[config.mk]
export PLATFORM = sky130hd
export DESIGN_NAME = sfsp_ctrl
export DESIGN_NICKNAME = d
export VERILOG_FILES = /design/src/sfsp_pkg.sv /design/src/sfsp_ctrl.sv
export VERILOG_INCLUDE_DIRS = /design/src
export SDC_FILE = /design/constraint.sdc
export NUM_CORES = 1
export LEC_CHECK = 0
export BUFFER_PORTS_ARGS = -buffer_cell sky130_fd_sc_hd__buf_2
export CAP_MARGIN = 0
export CORE_MARGIN = 1
export CORE_UTILIZATION = 44
export DETAILED_ROUTE_END_ITERATION = 6
export GPL_ROUTABILITY_DRIVEN = 1
export PLACE_DENSITY = 0.74
export REMOVE_ABC_BUFFERS = 1
export SYNTH_ARGS = -nofsm -noshare
export SYNTH_HDL_FRONTEND = slang
export SYNTH_SLANG_ARGS = --single-unit
export TNS_END_PERCENT = 5
[constraint.sdc]
create_clock -name i_core_clk -period 5.6 [get_ports i_core_clk]
set_clock_uncertainty 0.05 [all_clocks]
set_input_delay 0.56 -clock i_core_clk [delete_from_list [all_inputs] [get_ports i_core_clk]]
set_output_delay 0.56 -clock i_core_clk [all_outputs]
set_load 0.01 [all_outputs]
[src/sfsp_defines.svh]
`ifndef SFSP_DEFINES_SVH
`define SFSP_DEFINES_SVH

`define SFSP_OP_SUSPEND 8'h75
`define SFSP_OP_RESUME 8'h7A
`define SFSP_OP_PWR_DOWN 8'hB9
`define SFSP_OP_WAKE_ID 8'hAB
`define SFSP_OP_QPI_ON 8'h38
`define SFSP_OP_QPI_OFF 8'hFF
`define SFSP_OP_RST_EN 8'h66
`define SFSP_OP_RST 8'h99
`define SFSP_OP_WREN 8'h06
`define SFSP_OP_WRDI 8'h04
`define SFSP_OP_WRSR 8'h01
`define SFSP_OP_SEC_ERASE 8'h44
`define SFSP_OP_SEC_PROG 8'h42
`define SFSP_OP_SE 8'h20
`define SFSP_OP_BE32 8'h52
`define SFSP_OP_BE64 8'hD8
`define SFSP_OP_CE_A 8'hC7
`define SFSP_OP_CE_B 8'h60
`define SFSP_OP_PP 8'h02
`define SFSP_OP_QPP 8'h32
`define SFSP_OP_PARAM 8'h5A

`define SFSP_BIT_WIP 0
`define SFSP_BIT_WEL 1
`define SFSP_BIT_QE 9
`define SFSP_BIT_SUS_P 10
`define SFSP_BIT_SUS_E 15
`define SFSP_STATUS_RST 16'h0000
`define SFSP_QE_RST 1'h1
`define SFSP_IO_IDLE 4'hF
`define SFSP_OE_SPI_OUT 4'hD
`define SFSP_OE_QPI_OUT 4'h0
`define SFSP_DEV_ID 8'h17

`define SFSP_OPC_BITS 6'h08
`define SFSP_ID_BITS 6'h20
`define SFSP_CNT_SAT 6'h28
`define SFSP_STEP_SPI 6'h01
`define SFSP_STEP_QPI 6'h04

`define SFSP_CLK_MHZ 50
`define SFSP_TDP_NS 3000
`define SFSP_WAKE_DELAY_NS 8000
`define SFSP_WAKE_WITH_ID_DELAY_NS 8000
`define SFSP_TSUS_NS 20000
`define SFSP_TRESUME_NS 200
`define SFSP_TDP_CYC ((`SFSP_TDP_NS * `SFSP_CLK_MHZ + 999) / 1000)
`define SFSP_WAKE_DELAY_CYC ((`SFSP_WAKE_DELAY_NS * `SFSP_CLK_MHZ + 999) / 1000)
`define SFSP_WAKE_WITH_ID_DELAY_CYC ((`SFSP_WAKE_WITH_ID_DELAY_NS * `SFSP_CLK_MHZ + 999) / 1000)
`define SFSP_TSUS_CYC ((`SFSP_TSUS_NS * `SFSP_CLK_MHZ) / 1000)
`define SFSP_TRESUME_CYC ((`SFSP_TRESUME_NS * `SFSP_CLK_MHZ) / 1000)

`endif

[src/sfsp_pkg.sv]
`default_nettype none
package sfsp_pkg;
	typedef enum logic [1:0] {
		PWR_STANDBY,
		PWR_ENTER,
		PWR_DEEP,
		PWR_WAKE
	} sfsp_pwr_t;
endpackage
`default_nettype wire

[src/sfsp_ctrl.sv]
`timescale 1ns/1ps
`default_nettype none
`include "sfsp_defines.svh"

module sfsp_ctrl
	import sfsp_pkg::*;
(
	// Clock and reset.
	input wire logic i_core_clk,
	input wire logic i_reset,
	// Flash link.
	input wire logic i_cs_n,
	input wire logic i_sck,
	input wire logic [3:0] i_io,
	output logic [3:0] o_io,
	output logic [3:0] o_io_oe_n,
	// Array engine.
	input wire logic i_op_start,
	input wire logic i_op_erase,
	input wire logic i_op_done,
	output logic o_op_pause,
	output logic o_op_resume,
	output logic o_soft_reset,
	// Forwarded commands.
	output logic o_cmd_valid,
	output logic [7:0] o_cmd_code,
	// State.
	output logic [15:0] o_status,
	output logic o_quad_mode,
	output logic o_deep_pd,
	output logic o_wake_busy
);

	localparam int SUS_MAX = `SFSP_TSUS_CYC;
	localparam int RES_MAX = `SFSP_TRESUME_CYC;

	logic sck_s1, sck_s2, sck_s3;
	logic cs_s1, cs_s2, cs_s3;
	logic [3:0] io_s1, io_s2;
	logic sck_rise, sck_fall, cs_rise;
	logic [5:0] cnt_q, cnt_step;
	logic [7:0] opc_q, opc_now;
	logic strobe, exact8, frame_ok, soft_rst;
	logic quad_q, wel_q, wip_q, erase_op_q, psus_q, esus_q, rst_en_q;
	logic res_pend_q, id_act_q, pause_q, resume_q, cmd_valid_q;
	logic [7:0] cmd_code_q, id_sh_q;
	logic [3:0] io_q, oe_n_q;
	logic [15:0] sus_cnt_q, tmr_q;
	logic acc_sus, acc_res, acc_pd;
	sfsp_pwr_t pwr_q;

	function automatic logic prog_barred(input logic [7:0] op);
		prog_barred = op inside {`SFSP_OP_WRSR, `SFSP_OP_SEC_ERASE,
			`SFSP_OP_SEC_PROG, `SFSP_OP_SE, `SFSP_OP_BE32, `SFSP_OP_BE64,
			`SFSP_OP_CE_A, `SFSP_OP_CE_B, `SFSP_OP_PP, `SFSP_OP_QPP};
	endfunction

	function automatic logic erase_barred(input logic [7:0] op);
		erase_barred = op inside {`SFSP_OP_WRSR, `SFSP_OP_SEC_ERASE,
			`SFSP_OP_SE, `SFSP_OP_BE32, `SFSP_OP_BE64, `SFSP_OP_CE_A,
			`SFSP_OP_CE_B};
	endfunction

	function automatic logic op_allowed(input logic [7:0] op,
		input sfsp_pwr_t pwr, input logic ps, input logic es);
		logic ok;
		ok = 1'b0;
		unique case (pwr)
			PWR_STANDBY: ok = !(ps && prog_barred(op))
				&& !(es && erase_barred(op));
			PWR_DEEP: ok = op inside {`SFSP_OP_WAKE_ID, `SFSP_OP_RST_EN,
				`SFSP_OP_RST};
			PWR_ENTER: ok = 1'b0;
			PWR_WAKE: ok = 1'b0;
		endcase
		op_allowed = ok;
	endfunction

	// Link inputs pass two flops; the third stage only serves edge finding.
	always_ff @(posedge i_core_clk or posedge i_reset)
	begin
		if (i_reset)
		begin
			sck_s1 <= 1'b0;
			sck_s2 <= 1'b0;
			sck_s3 <= 1'b0;
			cs_s1 <= 1'b1;
			cs_s2 <= 1'b1;
			cs_s3 <= 1'b1;
			io_s1 <= 4'h0;
			io_s2 <= 4'h0;
		end
		else
		begin
			sck_s1 <= i_sck;
			sck_s2 <= sck_s1;
			sck_s3 <= sck_s2;
			cs_s1 <= i_cs_n;
			cs_s2 <= cs_s1;
			cs_s3 <= cs_s2;
			io_s1 <= i_io;
			io_s2 <= io_s1;
		end
	end

	assign sck_rise = sck_s2 && !sck_s3 && !cs_s2;
	assign sck_fall = !sck_s2 && sck_s3 && !cs_s2;
	assign cs_rise = cs_s2 && !cs_s3;
	assign cnt_step = quad_q ? `SFSP_STEP_QPI : `SFSP_STEP_SPI;
	assign opc_now = quad_q ? {opc_q[3:0], io_s2} : {opc_q[6:0], io_s2[0]};
	assign strobe = sck_rise && (cnt_q < `SFSP_OPC_BITS)
		&& (cnt_q + cnt_step == `SFSP_OPC_BITS);
	assign exact8 = (cnt_q == `SFSP_OPC_BITS);
	assign frame_ok = cs_rise && exact8 && op_allowed(opc_q, pwr_q, psus_q,
		esus_q);
	assign soft_rst = frame_ok && (opc_q == `SFSP_OP_RST) && rst_en_q;
	assign acc_sus = frame_ok && (opc_q == `SFSP_OP_SUSPEND) && !psus_q
		&& !esus_q && wip_q && !soft_rst;
	assign acc_res = frame_ok && (opc_q == `SFSP_OP_RESUME)
		&& (psus_q || esus_q) && !wip_q;
	assign acc_pd = frame_ok && (opc_q == `SFSP_OP_PWR_DOWN) && !wip_q
		&& (pwr_q == PWR_STANDBY);

	// Opcode shifter and bit count of the current frame.
	always_ff @(posedge i_core_clk or posedge i_reset)
	begin
		if (i_reset)
		begin
			cnt_q <= 6'h00;
			opc_q <= 8'h00;
		end
		else if (cs_s2)
			cnt_q <= 6'h00;
		else if (sck_rise)
		begin
			if (cnt_q < `SFSP_OPC_BITS)
				opc_q <= opc_now;
			if (cnt_q < `SFSP_CNT_SAT)
				cnt_q <= cnt_q + cnt_step;
		end
	end

	// Opcodes that the rest of the device acts on are forwarded here.
	always_ff @(posedge i_core_clk or posedge i_reset)
	begin
		if (i_reset)
		begin
			cmd_valid_q <= 1'b0;
			cmd_code_q <= 8'h00;
		end
		else
		begin
			cmd_valid_q <= strobe && op_allowed(opc_now, pwr_q, psus_q,
				esus_q);
			if (strobe)
				cmd_code_q <= opc_now;
		end
	end

	// Command mode, write enable latch and the software reset arming.
	always_ff @(posedge i_core_clk or posedge i_reset)
	begin
		if (i_reset)
		begin
			quad_q <= 1'b0;
			wel_q <= 1'b0;
			rst_en_q <= 1'b0;
		end
		else if (soft_rst)
		begin
			quad_q <= 1'b0;
			wel_q <= 1'b0;
			rst_en_q <= 1'b0;
		end
		else
		begin
			if (frame_ok && opc_q == `SFSP_OP_QPI_ON)
				quad_q <= 1'b1;
			else if (frame_ok && opc_q == `SFSP_OP_QPI_OFF)
				quad_q <= 1'b0;
			if (frame_ok && opc_q == `SFSP_OP_WREN)
				wel_q <= 1'b1;
			else if ((frame_ok && opc_q == `SFSP_OP_WRDI) || i_op_done)
				wel_q <= 1'b0;
			if (cs_rise)
				rst_en_q <= frame_ok && (opc_q == `SFSP_OP_RST_EN);
		end
	end

	// Busy flag and the kind of cycle that is running.
	always_ff @(posedge i_core_clk or posedge i_reset)
	begin
		if (i_reset)
		begin
			wip_q <= 1'b0;
			erase_op_q <= 1'b0;
			res_pend_q <= 1'b0;
		end
		else if (soft_rst)
		begin
			wip_q <= 1'b0;
			res_pend_q <= 1'b0;
		end
		else
		begin
			res_pend_q <= acc_res;
			if (i_op_start)
				erase_op_q <= i_op_erase;
			if (i_op_start || res_pend_q)
				wip_q <= 1'b1;
			else if (i_op_done || sus_cnt_q == 16'h0001)
				wip_q <= 1'b0;
		end
	end

	// Suspend flags, latency counter and the pulses to the array engine.
	always_ff @(posedge i_core_clk or posedge i_reset)
	begin
		if (i_reset)
		begin
			psus_q <= 1'b0;
			esus_q <= 1'b0;
			sus_cnt_q <= 16'h0000;
			pause_q <= 1'b0;
			resume_q <= 1'b0;
		end
		else if (soft_rst)
		begin
			psus_q <= 1'b0;
			esus_q <= 1'b0;
			sus_cnt_q <= 16'h0000;
			pause_q <= 1'b0;
			resume_q <= 1'b0;
		end
		else
		begin
			pause_q <= acc_sus;
			resume_q <= acc_res;
			if (acc_sus)
			begin
				psus_q <= !erase_op_q;
				esus_q <= erase_op_q;
				sus_cnt_q <= 16'(`SFSP_TSUS_CYC);
			end
			else if (sus_cnt_q != 16'h0000)
				sus_cnt_q <= sus_cnt_q - 16'h0001;
			if (acc_res)
			begin
				psus_q <= 1'b0;
				esus_q <= 1'b0;
			end
		end
	end

	// Power state: entry delay, deep power-down and the wake delay.
	always_ff @(posedge i_core_clk or posedge i_reset)
	begin
		if (i_reset)
		begin
			pwr_q <= PWR_STANDBY;
			tmr_q <= 16'h0000;
		end
		else if (soft_rst)
		begin
			pwr_q <= PWR_STANDBY;
			tmr_q <= 16'h0000;
		end
		else
		begin
			unique case (pwr_q)
				PWR_STANDBY:
					if (acc_pd)
					begin
						pwr_q <= PWR_ENTER;
						tmr_q <= 16'(`SFSP_TDP_CYC);
					end
				PWR_ENTER:
					if (tmr_q == 16'h0001)
						pwr_q <= PWR_DEEP;
					else
						tmr_q <= tmr_q - 16'h0001;
				PWR_DEEP:
					if (cs_rise && cnt_q >= `SFSP_OPC_BITS
						&& opc_q == `SFSP_OP_WAKE_ID)
					begin
						pwr_q <= PWR_WAKE;
						tmr_q <= exact8 ? 16'(`SFSP_WAKE_DELAY_CYC)
							: 16'(`SFSP_WAKE_WITH_ID_DELAY_CYC);
					end
				PWR_WAKE:
					if (tmr_q == 16'h0001)
						pwr_q <= PWR_STANDBY;
					else
						tmr_q <= tmr_q - 16'h0001;
			endcase
		end
	end

	// Device ID stream after the opcode and three dummy bytes.
	always_ff @(posedge i_core_clk or posedge i_reset)
	begin
		if (i_reset)
		begin
			id_act_q <= 1'b0;
			id_sh_q <= `SFSP_DEV_ID;
			io_q <= `SFSP_IO_IDLE;
			oe_n_q <= `SFSP_IO_IDLE;
		end
		else if (cs_s2)
		begin
			id_act_q <= 1'b0;
			id_sh_q <= `SFSP_DEV_ID;
			oe_n_q <= `SFSP_IO_IDLE;
		end
		else if (sck_fall && opc_q == `SFSP_OP_WAKE_ID
			&& cnt_q >= `SFSP_ID_BITS && !wip_q
			&& (pwr_q == PWR_STANDBY || pwr_q == PWR_DEEP))
		begin
			id_act_q <= 1'b1;
			if (quad_q)
			begin
				io_q <= id_sh_q[7:4];
				id_sh_q <= {id_sh_q[3:0], id_sh_q[7:4]};
				oe_n_q <= `SFSP_OE_QPI_OUT;
			end
			else
			begin
				io_q <= {2'h3, id_sh_q[7], 1'h1};
				id_sh_q <= {id_sh_q[6:0], id_sh_q[7]};
				oe_n_q <= `SFSP_OE_SPI_OUT;
			end
		end
	end

	assign o_io = io_q;
	assign o_io_oe_n = oe_n_q;
	assign o_op_pause = pause_q;
	assign o_op_resume = resume_q;
	assign o_soft_reset = soft_rst;
	assign o_cmd_valid = cmd_valid_q;
	assign o_cmd_code = cmd_code_q;
	assign o_quad_mode = quad_q;
	assign o_deep_pd = (pwr_q == PWR_DEEP);
	assign o_wake_busy = (pwr_q == PWR_WAKE);

	always_comb
	begin
		o_status = `SFSP_STATUS_RST;
		o_status[`SFSP_BIT_WIP] = wip_q;
		o_status[`SFSP_BIT_WEL] = wel_q;
		o_status[`SFSP_BIT_QE] = `SFSP_QE_RST;
		o_status[`SFSP_BIT_SUS_P] = psus_q;
		o_status[`SFSP_BIT_SUS_E] = esus_q;
	end

	AST_SUS_IGNORED: assert property (@(posedge i_core_clk) disable iff (i_reset)
		(cs_rise && exact8 && opc_q == `SFSP_OP_SUSPEND && !soft_rst
		&& (psus_q || esus_q || !wip_q)) |=> $stable({psus_q, esus_q}))
		else $error("Suspend taken against its conditions.");

	AST_SUS_LATENCY: assert property (@(posedge i_core_clk) disable iff (i_reset)
		acc_sus |=> (psus_q || esus_q) ##[0:SUS_MAX] !wip_q)
		else $error("Suspend did not settle in time.");

	AST_RES_IGNORED: assert property (@(posedge i_core_clk) disable iff (i_reset)
		(frame_ok && opc_q == `SFSP_OP_RESUME && !psus_q && !esus_q)
		|=> !o_op_resume)
		else $error("Resume without an active suspend.");

	AST_RES_WIP: assert property (@(posedge i_core_clk) disable iff (i_reset)
		acc_res |=> !psus_q && !esus_q ##[0:RES_MAX] wip_q)
		else $error("Resume did not restart the cycle in time.");

	AST_DPD_ONLY: assert property (@(posedge i_core_clk) disable iff (i_reset)
		(o_cmd_valid && $past(pwr_q) == PWR_DEEP) |-> o_cmd_code inside
		{`SFSP_OP_WAKE_ID, `SFSP_OP_RST_EN, `SFSP_OP_RST})
		else $error("Command passed in deep power-down.");

	AST_DPD_DELAY: assert property (@(posedge i_core_clk) disable iff (i_reset)
		(pwr_q == PWR_ENTER && tmr_q > 16'h0001) |=> pwr_q != PWR_DEEP)
		else $error("Deep power-down entered early.");

	AST_DPD_BUSY: assert property (@(posedge i_core_clk) disable iff (i_reset)
		(cs_rise && opc_q == `SFSP_OP_PWR_DOWN && wip_q && !soft_rst
		&& !i_op_done && pwr_q == PWR_STANDBY)
		|=> pwr_q == PWR_STANDBY && wip_q)
		else $error("Power-down disturbed a busy cycle.");

	AST_WAKE_BUSY: assert property (@(posedge i_core_clk) disable iff (i_reset)
		(pwr_q == PWR_WAKE) |=> !o_cmd_valid)
		else $error("Command accepted during wake delay.");

	AST_ID_WIP: assert property (@(posedge i_core_clk) disable iff (i_reset)
		(wip_q && !id_act_q) |=> !id_act_q)
		else $error("Device ID driven while busy.");

	AST_MODE_KEEP: assert property (@(posedge i_core_clk) disable iff (i_reset)
		(frame_ok && !i_op_done && (opc_q == `SFSP_OP_QPI_ON
		|| opc_q == `SFSP_OP_QPI_OFF)) |=> $stable({wel_q, psus_q, esus_q}))
		else $error("Mode switch lost latch or suspend state.");

	AST_PROG_BAR: assert property (@(posedge i_core_clk) disable iff (i_reset)
		(strobe && psus_q && prog_barred(opc_now)) |=> !o_cmd_valid)
		else $error("Barred opcode passed in program suspend.");

endmodule
`default_nettype wire

==> summary.md, run 1 <==
| Metric | Value |
|---|---|
| Status | finished with violations |
| Failing checks | DRC |
| Core ar. | 0.0116 sq mm |
| Crit path DAT | between 3 and 4 ns |
| Crit path buffers/inverters | 1 |
| Fin. max-slew vios | 0 |
| R2R depth | 8 |
| Via count | between 4k and 5k |
| Ports | 50 |
| # resized after CTS | 0 |
| Final cycle utilization of the critical path | between 60% and 70% |
| Clk pwr share | between 15 and 20% |
| Detail Placement HPWL | between 7000 and 8000 microns |
| Root Buffer | clkbuf_16 |
| Port Buffer Count | 37 |
| Fill cell count | 1076 |
| Final core occ | 49.2% |
| Reg power frac | around a third |
| Min Tclk post-route | 3.64 ns |
| Worst Tran Pin Value | roughly 1.2 ns |
| Die width | 112 microns |
| Buffer depth of the longest clock path | 2 |
| Area Growth Syn to Fin | 7.49% |
| Comb pwr share | 47.8% |
| Vias in the first global route | 3949 |
| Mapped Cells | ~550 |
| Crit. End Element | register |
| Drt total wl | roughly 11000 microns |
| Critical Path RT | 5.81 ns |
| P_int | between 0.0015 and 0.002 W |
| Total CTS buffers | 9 |
| Max-cap violations | 0 |
| DRT Pass-1 Iters | 6 |
| Fin nets | a little under 600 |
| Yosys warns | 0 |
| Crit Path Max Fanout | 13 |
| Most used flip-flop cell after synthesis | dfrtp_1 |
| Post-Syn Area | about 0.0053 sq mm |
| WL/cell | between 15 and 20 microns |
| DRC viols | 4 |
| Worst-path clk slew | roughly 0.060 ns |
| EDFF count, synth | 0 |
| Hold WS | between 0.2 and 0.3 ns |
| Hold Path Class | primary input to asynchronous set/reset pin |
| Finish-stage setup viols | 0 |
| Yosys cell types | roughly 70 |
| Largest net degree at the start of global routing | 54 |
| Net switching power | between 0.001 and 0.0015 W |
| Slowest CP cell | nor4b_2 |
| Leakage | roughly 2.5 nW |
| Asr flop ratio synth | 100% |
| Starting Density | a little under half |
| H-tree depth | 3 |
| PwrDens | roughly 490 mW/mm^2 |
| Switching part of the total | 40.6% |
| Fin Setup TNS | 0 ns |
| Row cnt | 39 |
| Overflow after GRT | 0 |
| Slowest stage delay, CP | ~1.1 ns |
| Kind of critical path | register to register |
| DIE AREA | 0.0125 sq mm |
| Fmax | between 200 and 300 MHz |
| Antenna violations before repair | 0 |
| #FFs+latches synth | 94 |
| Worst skew pair latency | 0.34 ns |
| Post-CTS Setup Inserts | 0 |
| Top Family by Delay on Critical Path | simple AND/OR/NAND/NOR gates |
| Share of cells above drive strength 1 | 17.7% |
| Post-CTS Hold Buffers | 0 |
| Final ANT Viol Nets | 0 |
| Hold Vio Cnt, Final | 0 |
| Syn avg cell area | 9.59 sq um |
| Vias/cell | approximately 5.7 |
| Critical path depth | 8 |
| Max-slew headroom at the worst pin | about a fifth |
| RSZ-0062 raised after global routing | no |
| Gpl congestion | 0.926 |
| Antenna cell count | 0 |
| Die Y-Extent | 112 microns |
| Register area share after synthesis | 44.7% |
| GRT Total Usage | between 10% and 20% |
| First-pass GRT wire length | ~19000 microns |
| CP cell instances | inv_1 -> ha_1 -> or2_2 -> nand4_1 -> a211o_1 -> nor4b_2 -> o21ai_1 -> a21oi_1 |
| IR Drop Worst-Case VDD | approximately 0.00080 V |
| CTS tree | yes |
| Setup crit start kind | register |
| DR iter-0 viols | about 170 |
| Clock sinks | 94 |
final cells by class:
cell class | instances | area (sq um) | share of cell area (%)
clock buffers | 12 | 236 | 4.15
clock inverters | 4 | 25.0 | 0.440
inverters | 20 | 76.3 | 1.34
multi-input cells | 403 | 2610 | 45.8
flip-flops and latches | 94 | 2370 | 41.6
well taps | 143 | 179 | 3.14
repair buffers | 39 | 200 | 3.52
layer usage:
layer,vias to the layer above,part of all wire (%),global-route usage [%]
met5,-,0,0
li1,1991,-,-
met4,0,1.5,6.40
met2,84,49,31.5
met1,1992,46,24.0
met3,12,3.3,3.48
worst paths after layout:
path / startpoint / endpoint / slack (ns)
setup reg to reg: pwr_q[0]$_DFFE_PP0P_ / sus_cnt_q[7]$_DFFE_PP0P_ / 1.96
setup / recovery: pwr_q[0]$_DFFE_PP0P_ / sus_cnt_q[7]$_DFFE_PP0P_ / 1.96
hold / removal: i_reset / sus_cnt_q[2]$_DFFE_PP0P_ / 0.25
hold reg to reg: io_s1[1]$_DFF_PP0_ / io_s2[1]$_DFF_PP0_ / 0.30
min in group i_core_clk: i_cs_n / cs_s1$_DFF_PP1_ / 0.27
max in group asynchronous: i_reset / io_s2[1]$_DFF_PP0_ / 4.14
synth_stat cells, drive strengths merged, types with 10 or more instances:
cell	count	area share (%)
dfrtp	81	38
nor2	53	3.8
a21oi	34	3.2
nand2	32	2.3
nor3	32	3.2
buf	31	4.3
o21ai	29	2.9
inv	20	1.4
mux2i	18	3.4
clkbuf	14	0.99
nand3	14	1.4
dfstp	13	6.5
ha	12	2.8
or3	12	1.4
mux2	10	2.1
metrics by stage:
| step | instance area (sq um) | setup slack, ns | total power (W) | std cells |
|---|---|---|---|---|
| 3_5_place_dp | 5430 | 1.95 | 0.00225 | 699 |
| 6_report | 5690 | 1.96 | 0.00279 | 715 |
| 2_1_floorplan | 5050 | 2.56 | 0.00200 | 517 |
| 4_1_cts | 5690 | 1.89 | 0.00282 | 715 |
| 3_3_place_gp | 5430 | 2.16 | 0.00218 | 699 |
| 5_1_grt | 5690 | 1.62 | 0.00303 | 715 |
state kept, by name, summed over array words and instances (netlist names), 2 cells and up:
name	flops
cnt_q	6
id_sh_q	8
io_s1	4
io_s2	4
o_cmd_code	8
o_io	4
o_io_oe_n	2
opc_q	8
pwr_q	2
sus_cnt_q	16
tmr_q	16
power groups by stage:
stage                     registers [W]  logic [W]  clock network (W)
after floorplan                0.000887    0.00111                  0
after global placement         0.000912    0.00126                  0
after detailed placement       0.000918    0.00133                  0
after CTS                      0.000907    0.00136           0.000560
after global routing           0.000922    0.00153           0.000585
final                          0.000909    0.00133           0.000544
kinds of logic (layout without fill, tap and decap cells):
| family | after synthesis | count (layout) | share of synthesized area, % |
|---|---|---|---|
| compound gates | 112 | 112 | 13.8 |
| xor+xnor | 14 | 14 | 2.32 |
| fa+ha+maj | 12 | 12 | 2.84 |
| buf+inv | 65 | 75 | 6.76 |
| flops | 94 | 94 | 44.7 |
| mux | 28 | 28 | 5.53 |
| other cells | 2 | 12 | 0.142 |
| simple gates | 225 | 225 | 23.9 |
cells in the final DEF, fill, tap and decap left out, types with 4 or more instances in the layout:
master     instances
nor2b_1            7
dfrtp_1           81
nor4_1             8
o21ai_0           26
mux2_2             9
dfstp_2           13
nor3b_1            6
nand2b_1           5
a211o_1            5
nand4_1            6
nor3_1            31
inv_1             18
clkbuf_16          9
nor4b_1            4
o22a_1             7
conb_1            12
xor2_1             9
nand2_1           32
a21oi_1           34
or2_2              7
or3_1             12
xnor2_1            5
nand3b_1           9
nor2_1            53
buf_2             37
a211oi_1           4
mux2i_1           18
nand3_1           13
or4_1              6
a31oi_1            9
ha_1              12
worst register-to-register path: cells and delay by family (launching register included):
kind,cells,cell delay (ns)
buf+inv,1,0.23
compound gates,3,0.94
simple gates,3,1.44
flops,1,0.47
fa+ha+maj,1,0.43
No activity file was read; power rests on OpenSTA's default activity.
==> run 2, diff against run 1 <==
==> constraint.sdc (replaced) <==
create_clock -name i_core_clk -period 3.4 [get_ports i_core_clk]
set_clock_uncertainty 0.05 [all_clocks]
set_input_delay 0.34 -clock i_core_clk [delete_from_list [all_inputs] [get_ports i_core_clk]]
set_output_delay 0.34 -clock i_core_clk [all_outputs]
set_load 0.01 [all_outputs]
==> summary.md, run 2 (synthesis gave the netlist of run 1 again) <==
| Metric | Value |
|---|---|
| CP cell instances | inv_1 -> ha_2 -> or2_2 -> nand4_1 -> or3_1 -> inv_2 -> buf_2 (was inv_1 -> ha_1 -> or2_2 -> nand4_1 -> a211o_1 -> nor4b_2 -> o21ai_1 -> a21oi_1) |
| # resized after CTS | 0 (unchanged) |
| Status | finished with violations (unchanged) |
| RR Startpoint | pwr_q[0]$_DFFE_PP0P_ (unchanged) |
| Port Buffer Count | 37 (unchanged) |
| Critical path depth | 7 (was 8) |
| Share of cells above drive strength 1 | 19.3% (was 17.7%) |
| Post-Place Cell Area | 0.00550 sq mm (was 0.00543 sq mm) |
| Clock sinks | 94 (unchanged) |
| Finish-stage setup viols | 0 (unchanged) |
| DR iter-0 viols | 310 (was 168) |
| Starting Density | 45.8% (unchanged) |
| First-pass GRT wire length | 19500 microns (was 18800 microns) |
| Fin Setup TNS | 0 ns (unchanged) |
| Critical R2R Capture | sus_cnt_q[3]$_DFFE_PP0P_ (was sus_cnt_q[7]$_DFFE_PP0P_) |
| Post-CTS Setup Inserts | 0 (unchanged) |
| Buffer depth of the longest clock path | 2 (unchanged) |
| Most common cell after layout, fill and taps aside | dfrtp_1 (unchanged) |
| Antenna cell count | 0 (unchanged) |
| DIE AREA | 0.0125 sq mm (unchanged) |
| Vias in the first global route | 4154 (was 3949) |
| Root Buffer | clkbuf_16 (unchanged) |
| Final ANT Viol Nets | 0 (unchanged) |
| Antenna violations before repair | 0 (unchanged) |
| Worst-path clk slew | 0.06 ns (about the same) |
| Gpl congestion | 0.942 (was 0.926) |
| Hold Vio Cnt, Final | 0 (unchanged) |
| Min Tclk post-route | around 3.2 ns |
| Comb pwr share | 46.4% (was 47.8%) |
| Final cycle utilization of the critical path | a little over nine tenths |
| Crit path buffers/inverters | 3 (was 1) |
| Total CTS buffers | 9 (unchanged) |
| Row cnt | 39 (unchanged) |
| GRT Total Usage | 19.1% (was 18.6%) |
| Max-cap violations | 0 (unchanged) |
| Fin nets | 597 (was 590) |
| CTS tree | yes (unchanged) |
| PwrDens | 840 mW/mm^2 (was 489 mW/mm^2) |
| Switching part of the total | 39.6% (was 40.6%) |
| Kind of critical path | register to primary output (was register to register) |
| Worst setup path end | o_soft_reset (was sus_cnt_q[7]$_DFFE_PP0P_) |
| Core ar. | 0.0116 sq mm (unchanged) |
| Area Growth Syn to Fin | 10.3% (was 7.49%) |
| Most frequent cells in the layout | dfrtp_1 (81), nor2_1 (53), buf_2 (37) (unchanged) |
| P_int | 0.00297 W (was 0.00165 W) |
| Ports | 50 (unchanged) |
| Post-CTS Hold Buffers | 0 (unchanged) |
| Flop2flop setup slack | 0.44 ns (was 1.96 ns) |
| Slowest stage delay, CP | 0.59 ns (was 1.05 ns) |
| Fin. max-slew vios | 0 (unchanged) |
| Final Worst Setup Slack | 0.195 ns (was 1.96 ns) |
| Critical path origin | pwr_q[0]$_DFFE_PP0P_ (unchanged) |
| Largest net degree at the start of global routing | 59 (was 54) |
| Top Family by Delay on Critical Path | simple AND/OR/NAND/NOR gates (unchanged) |
| DRC viols | 4 (unchanged) |
| WL/cell | 15.7 microns (was 15.3 microns) |
| Leakage | 2.62 nW (was 2.53 nW) |
| Setup crit start kind | register (unchanged) |
| Reg power frac | 30.5% (was 32.7%) |
| Critical Path RT | 3.01 ns (was 5.81 ns) |
| Crit path DAT | 2.82 ns (was 3.85 ns) |
| Hold Path Class | primary input to asynchronous set/reset pin (unchanged) |
| Crit. End Element | primary output (was register) |
| Worst skew pair latency | 0.35 ns (was 0.34 ns) |
| Largest regs | sus_cnt_q (16), tmr_q (16) (unchanged) |
| H-tree depth | 3 (unchanged) |
| Failing checks | DRC (unchanged) |
| Final instance area | 0.00584 sq mm (was 0.00569 sq mm) |
| Pre-CTS setup slack | 0.337 ns (was 1.95 ns) |
| IR Drop Worst-Case VDD | 0.00130 V (was 0.000799 V) |
| RSZ-0062 raised after global routing | no (unchanged) |
| Fmax | around 310 MHz |
| Die width | 112 microns (unchanged) |
| Drt total wl | 11300 microns (was 10900 microns) |
| R2R depth | 8 (unchanged) |
| Overflow after GRT | 0 (unchanged) |
| Via count | 4239 (was 4079) |
| Die Y-Extent | 112 microns (unchanged) |
| Crit Path Max Fanout | 11 (was 13) |
| DRT Pass-1 Iters | 7 (was 6) |
| Clk pwr share | 23.1% (was 19.5%) |
| Slowest CP cell | or3_1 (was nor4b_2) |
| Net switching power | 0.00194 W (was 0.00113 W) |
| Vias/cell | 5.87 (was 5.70) |
| Max-slew headroom at the worst pin | 57.4% (was 19.1%) |
| Worst Tran Pin Value | 0.638 ns (was 1.21 ns) |
| Detail Placement HPWL | 8040 microns (was 7730 microns) |
==> run 2: changes by cell type in the layout (fill, tap and decap cells not counted) <==
cell,before,now
clkbuf_8,0,3
buf_4,2,8
ha_2,0,1
clkinvlp_4,2,0
bufinv_16,0,2
clkinv_4,0,2
ha_1,12,11
buf_12,0,1
clkinv_2,3,1
clkbuf_1,3,0
==> run 2: worst register-to-register path, delay by kind of cell, from the launching register on <==
family | cells | cell delay (ns)
AO/OA/AOI/OAI | 3 | 0.84
buffers and inverters | 1 | 0.22
AND/OR/NAND/NOR | 3 | 0.96
adder cells (fa/ha/maj) | 1 | 0.36
flip-flops | 1 | 0.47
==> run 2: worst min path at each step <==
stage,startpoint,endpoint,slack (ns)
final,i_reset,sus_cnt_q[14]$_DFFE_PP0P_,0.003
after global routing,i_cs_n,cs_s1$_DFF_PP1_,0.03
after CTS,i_reset,o_op_pause$_DFF_PP0_,0.03
after detailed placement,io_s1[0]$_DFF_PP0_,io_s2[0]$_DFF_PP0_,0.29
after global placement,io_s1[2]$_DFF_PP0_,io_s2[2]$_DFF_PP0_,0.28
after floorplan,io_s1[0]$_DFF_PP0_,io_s2[0]$_DFF_PP0_,0.28
==> run 2: per-stage QoR <==
stage	hold WS (ns)	std cells	utilization [%]	total power, W
CTS	0.0274	722	50.5	0.00494
global route	0.0282	722	50.5	0.00533
global placement	0.281	706	47.5	0.00362
finish	0.00270	722	50.5	0.00491
detailed placement	0.291	706	47.5	0.00381
floorplan	0.281	517	-	0.00329
==> run 2: area by class of cell <==
cell class              count  area, sq um
inverters                  20         76.3
clock buffers              12          267
fillers                  1004         5720
well taps                 143          179
repair buffers             46          265
clock inverters             4         77.6
flip-flops and latches     94         2370
multi-input cells         403         2610
==> run 2: power by group through the flow <==
stage               clock [W]  sequential [W]  combinational, W
CTS                   0.00115         0.00149           0.00230
global placement            0         0.00150           0.00212
global route          0.00120         0.00151           0.00262
detailed placement          0         0.00151           0.00230
floorplan                   0         0.00146           0.00183
finish                0.00113         0.00149           0.00228
==> run 2: layer usage <==
metal	wire length [microns]	part of all wire (%)	vias up	global-route usage, %
li1	-	-	2001	-
met2	5480	48	139	31.1
met1	4930	44	2076	24.3
met5	0	0	-	0
met4	216	1.9	0	7.48
met3	695	6.1	23	5.06
==> run 3, diff against run 2 <==
--- a/config.mk
+++ b/config.mk
@@ -8,7 +8,7 @@
 export LEC_CHECK = 0
 export BUFFER_PORTS_ARGS = -buffer_cell sky130_fd_sc_hd__buf_2
 export CAP_MARGIN = 0
-export CORE_MARGIN = 1
+export CORE_MARGIN = 4
 export CORE_UTILIZATION = 44
 export DETAILED_ROUTE_END_ITERATION = 6
 export GPL_ROUTABILITY_DRIVEN = 1
==> summary.md, run 3 (synthesis gave the netlist of run 1 again) <==
| Metric | Value |
|---|---|
| Die Y-Extent | 118 microns (was 112 microns) |
| GRT Total Usage | 16.7% (was 19.1%) |
| Vias in the first global route | 3990 (was 4154) |
| Crit. End Element | primary output (unchanged) |
| H-tree depth | 3 (unchanged) |
| Fin. max-slew vios | 0 (unchanged) |
| Detail Placement HPWL | 8190 microns (was 8040 microns) |
| DIE AREA | 0.0139 sq mm (was 0.0125 sq mm) |
| Fin Setup TNS | 0 ns (unchanged) |
| CTS tree | yes (unchanged) |
| Largest regs | sus_cnt_q (16), tmr_q (16) (unchanged) |
| Largest net degree at the start of global routing | 38 (was 59) |
| Gpl congestion | 0.944 (was 0.942) |
| First-pass GRT wire length | 19300 microns (was 19500 microns) |
| Worst skew pair latency | 0.34 ns (was 0.35 ns) |
| Max-cap violations | 0 (unchanged) |
| Clock sinks | 94 (unchanged) |
| Core ar. | 0.0116 sq mm (about the same) |
| Final cycle utilization of the critical path | 91.6% (was 94.3%) |
| Worst-path clk slew | 0.07 ns (was 0.06 ns) |
| Via count | 4190 (was 4239) |
| Finish-stage setup viols | 0 (unchanged) |
| Antenna cell count | 0 (unchanged) |
| Fill cell count | 1064 (was 1004) |
| Crit Path Max Fanout | 11 (unchanged) |
| Met2 Use GR | 26.0% (was 31.1%) |
| IR Drop Worst-Case VDD | 0.00148 V (was 0.00130 V) |
| Starting Density | 45.6% (was 45.8%) |
| Final core occ | 50.3% (was 50.5%) |
| Most frequent cells in the layout | dfrtp_1 (81), nor2_1 (53), buf_2 (37) (unchanged) |
| Total CTS buffers | 9 (unchanged) |
| Fmax | 321 MHz (was 312 MHz) |
| PwrDens | 827 mW/mm^2 (was 840 mW/mm^2) |
| Met1 Track Usage GR | 22.3% (was 24.3%) |
| Fin nets | 601 (was 597) |
| Final ANT Viol Nets | 0 (unchanged) |
| Status | completed (was finished with violations) |
| Hold Vio Cnt, Final | 0 (unchanged) |
| Hold WS | 0.0178 ns (was 0.00270 ns) |
| Ports | 50 (unchanged) |
| Vias/cell | 5.77 (was 5.87) |
| WL/cell | 15.6 microns (was 15.7 microns) |
| Area taken by multi-input logic gates | 0.00261 sq mm (unchanged) |
| Antenna violations before repair | 0 (unchanged) |
| DR iter-0 viols | 327 (was 310) |
| Kind of critical path | register to primary output (unchanged) |
| Overflow after GRT | 0 (unchanged) |
| Root Buffer | clkbuf_16 (unchanged) |
| Post-CTS Hold Buffers | 0 (unchanged) |
| Port Buffer Count | 37 (unchanged) |
| Die width | 118 microns (was 112 microns) |
| Critical Path RT | 3.01 ns (about the same) |
| Row cnt | 39 (unchanged) |
| Drt total wl | 11300 microns (about the same) |
| Leakage | 2.61 nW (was 2.62 nW) |
| Min Tclk post-route | 3.11 ns (was 3.21 ns) |
| Met3 Use GR | 4.04% (was 5.06%) |
| Most common cell after layout, fill and taps aside | dfrtp_1 (unchanged) |
| Worst Tran Pin Value | 0.649 ns (was 0.638 ns) |
| Area Growth Syn to Fin | 10.2% (was 10.3%) |
| RSZ-0062 raised after global routing | no (unchanged) |
| Hold Path Class | primary input to asynchronous set/reset pin (unchanged) |
| FF+latch area | 0.00237 sq mm (unchanged) |
| Setup crit start kind | register (unchanged) |
| DRT Pass-1 Iters | 5 (was 7) |
| Max-slew headroom at the worst pin | 56.7% (was 57.4%) |
| Share of cells above drive strength 1 | 19.9% (was 19.3%) |
| Crit path DAT | 2.72 ns (was 2.82 ns) |
| GR peak layer | met2 (unchanged) |
| Buffer depth of the longest clock path | 2 (unchanged) |
| DRC viols | 0 (was 4) |
[run 3: final cells by class]
class,count,share of cell area (%)
Clock buffer,9,3.86
Clock inverter,7,1.65
Inverter,20,1.31
Multi-Input combinational cell,403,44.7
Sequential cell,94,40.6
Tap cell,143,3.07
Timing Repair Buffer,50,4.84
[run 3: per-layer routing]
layer / up-vias / routed length [microns] / share of wire, %
li1: 2004 / - / -
met1: 2032 / 5100 / 45
met2: 132 / 5400 / 48
met3: 22 / 591 / 5.2
met4: 0 / 251 / 2.2
met5: - / 0 / 0
[run 3: power by group]
group / internal (W) / switching (W)
logic: 0.000934 / 0.00133
registers: 0.00133 / 0.000162
clock network: 0.000645 / 0.000429
total: 0.00291 / 0.00192
[run 3: worst paths after layout]
check | start | end | slack (ns) | cells after the start
worst min-delay path | i_reset | rst_en_q$_DFFE_PP0P_ | 0.02 | 2
min in group i_core_clk | i_cs_n | cs_s1$_DFF_PP1_ | 0.05 | 1
worst min register to register | io_s1[2]$_DFF_PP0_ | io_s2[2]$_DFF_PP0_ | 0.30 | 0
worst max register to register | pwr_q[0]$_DFFE_PP0P_ | wel_q$_DFFE_PP0P_ | 0.53 | 8
worst max-delay path | pwr_q[0]$_DFFE_PP0P_ | o_soft_reset | 0.29 | 7
max in group asynchronous | i_reset | o_cmd_code[5]$_DFFE_PP0P_ | 2.42 | 3
[run 3: what timing repair did]
action                     4_1_cts  5_1_grt
setup buffers                    0        0
setup endpoints to repair        0        1
gates resized for setup          0        1
[run 3: critical path: stages (launching register included)]
cell	delay [ns]
dfrtp_1	0.48
inv_1	0.22
ha_2	0.34
or2_2	0.18
nand4_1	0.17
or3_1	0.57
inv_2	0.23
buf_2	0.18
[run 3: per-stage QoR]
step | cells | setup WS (ns) | power [W] | cell area [sq um]
floorplan | 517 | 0.473 | 0.00329 | 5050
global placement | 710 | 0.582 | 0.00364 | 5510
detailed placement | 710 | 0.454 | 0.00377 | 5510
CTS | 726 | 0.181 | 0.00489 | 5830
global route | 726 | 0.0945 | 0.00532 | 5840
finish | 726 | 0.287 | 0.00482 | 5840
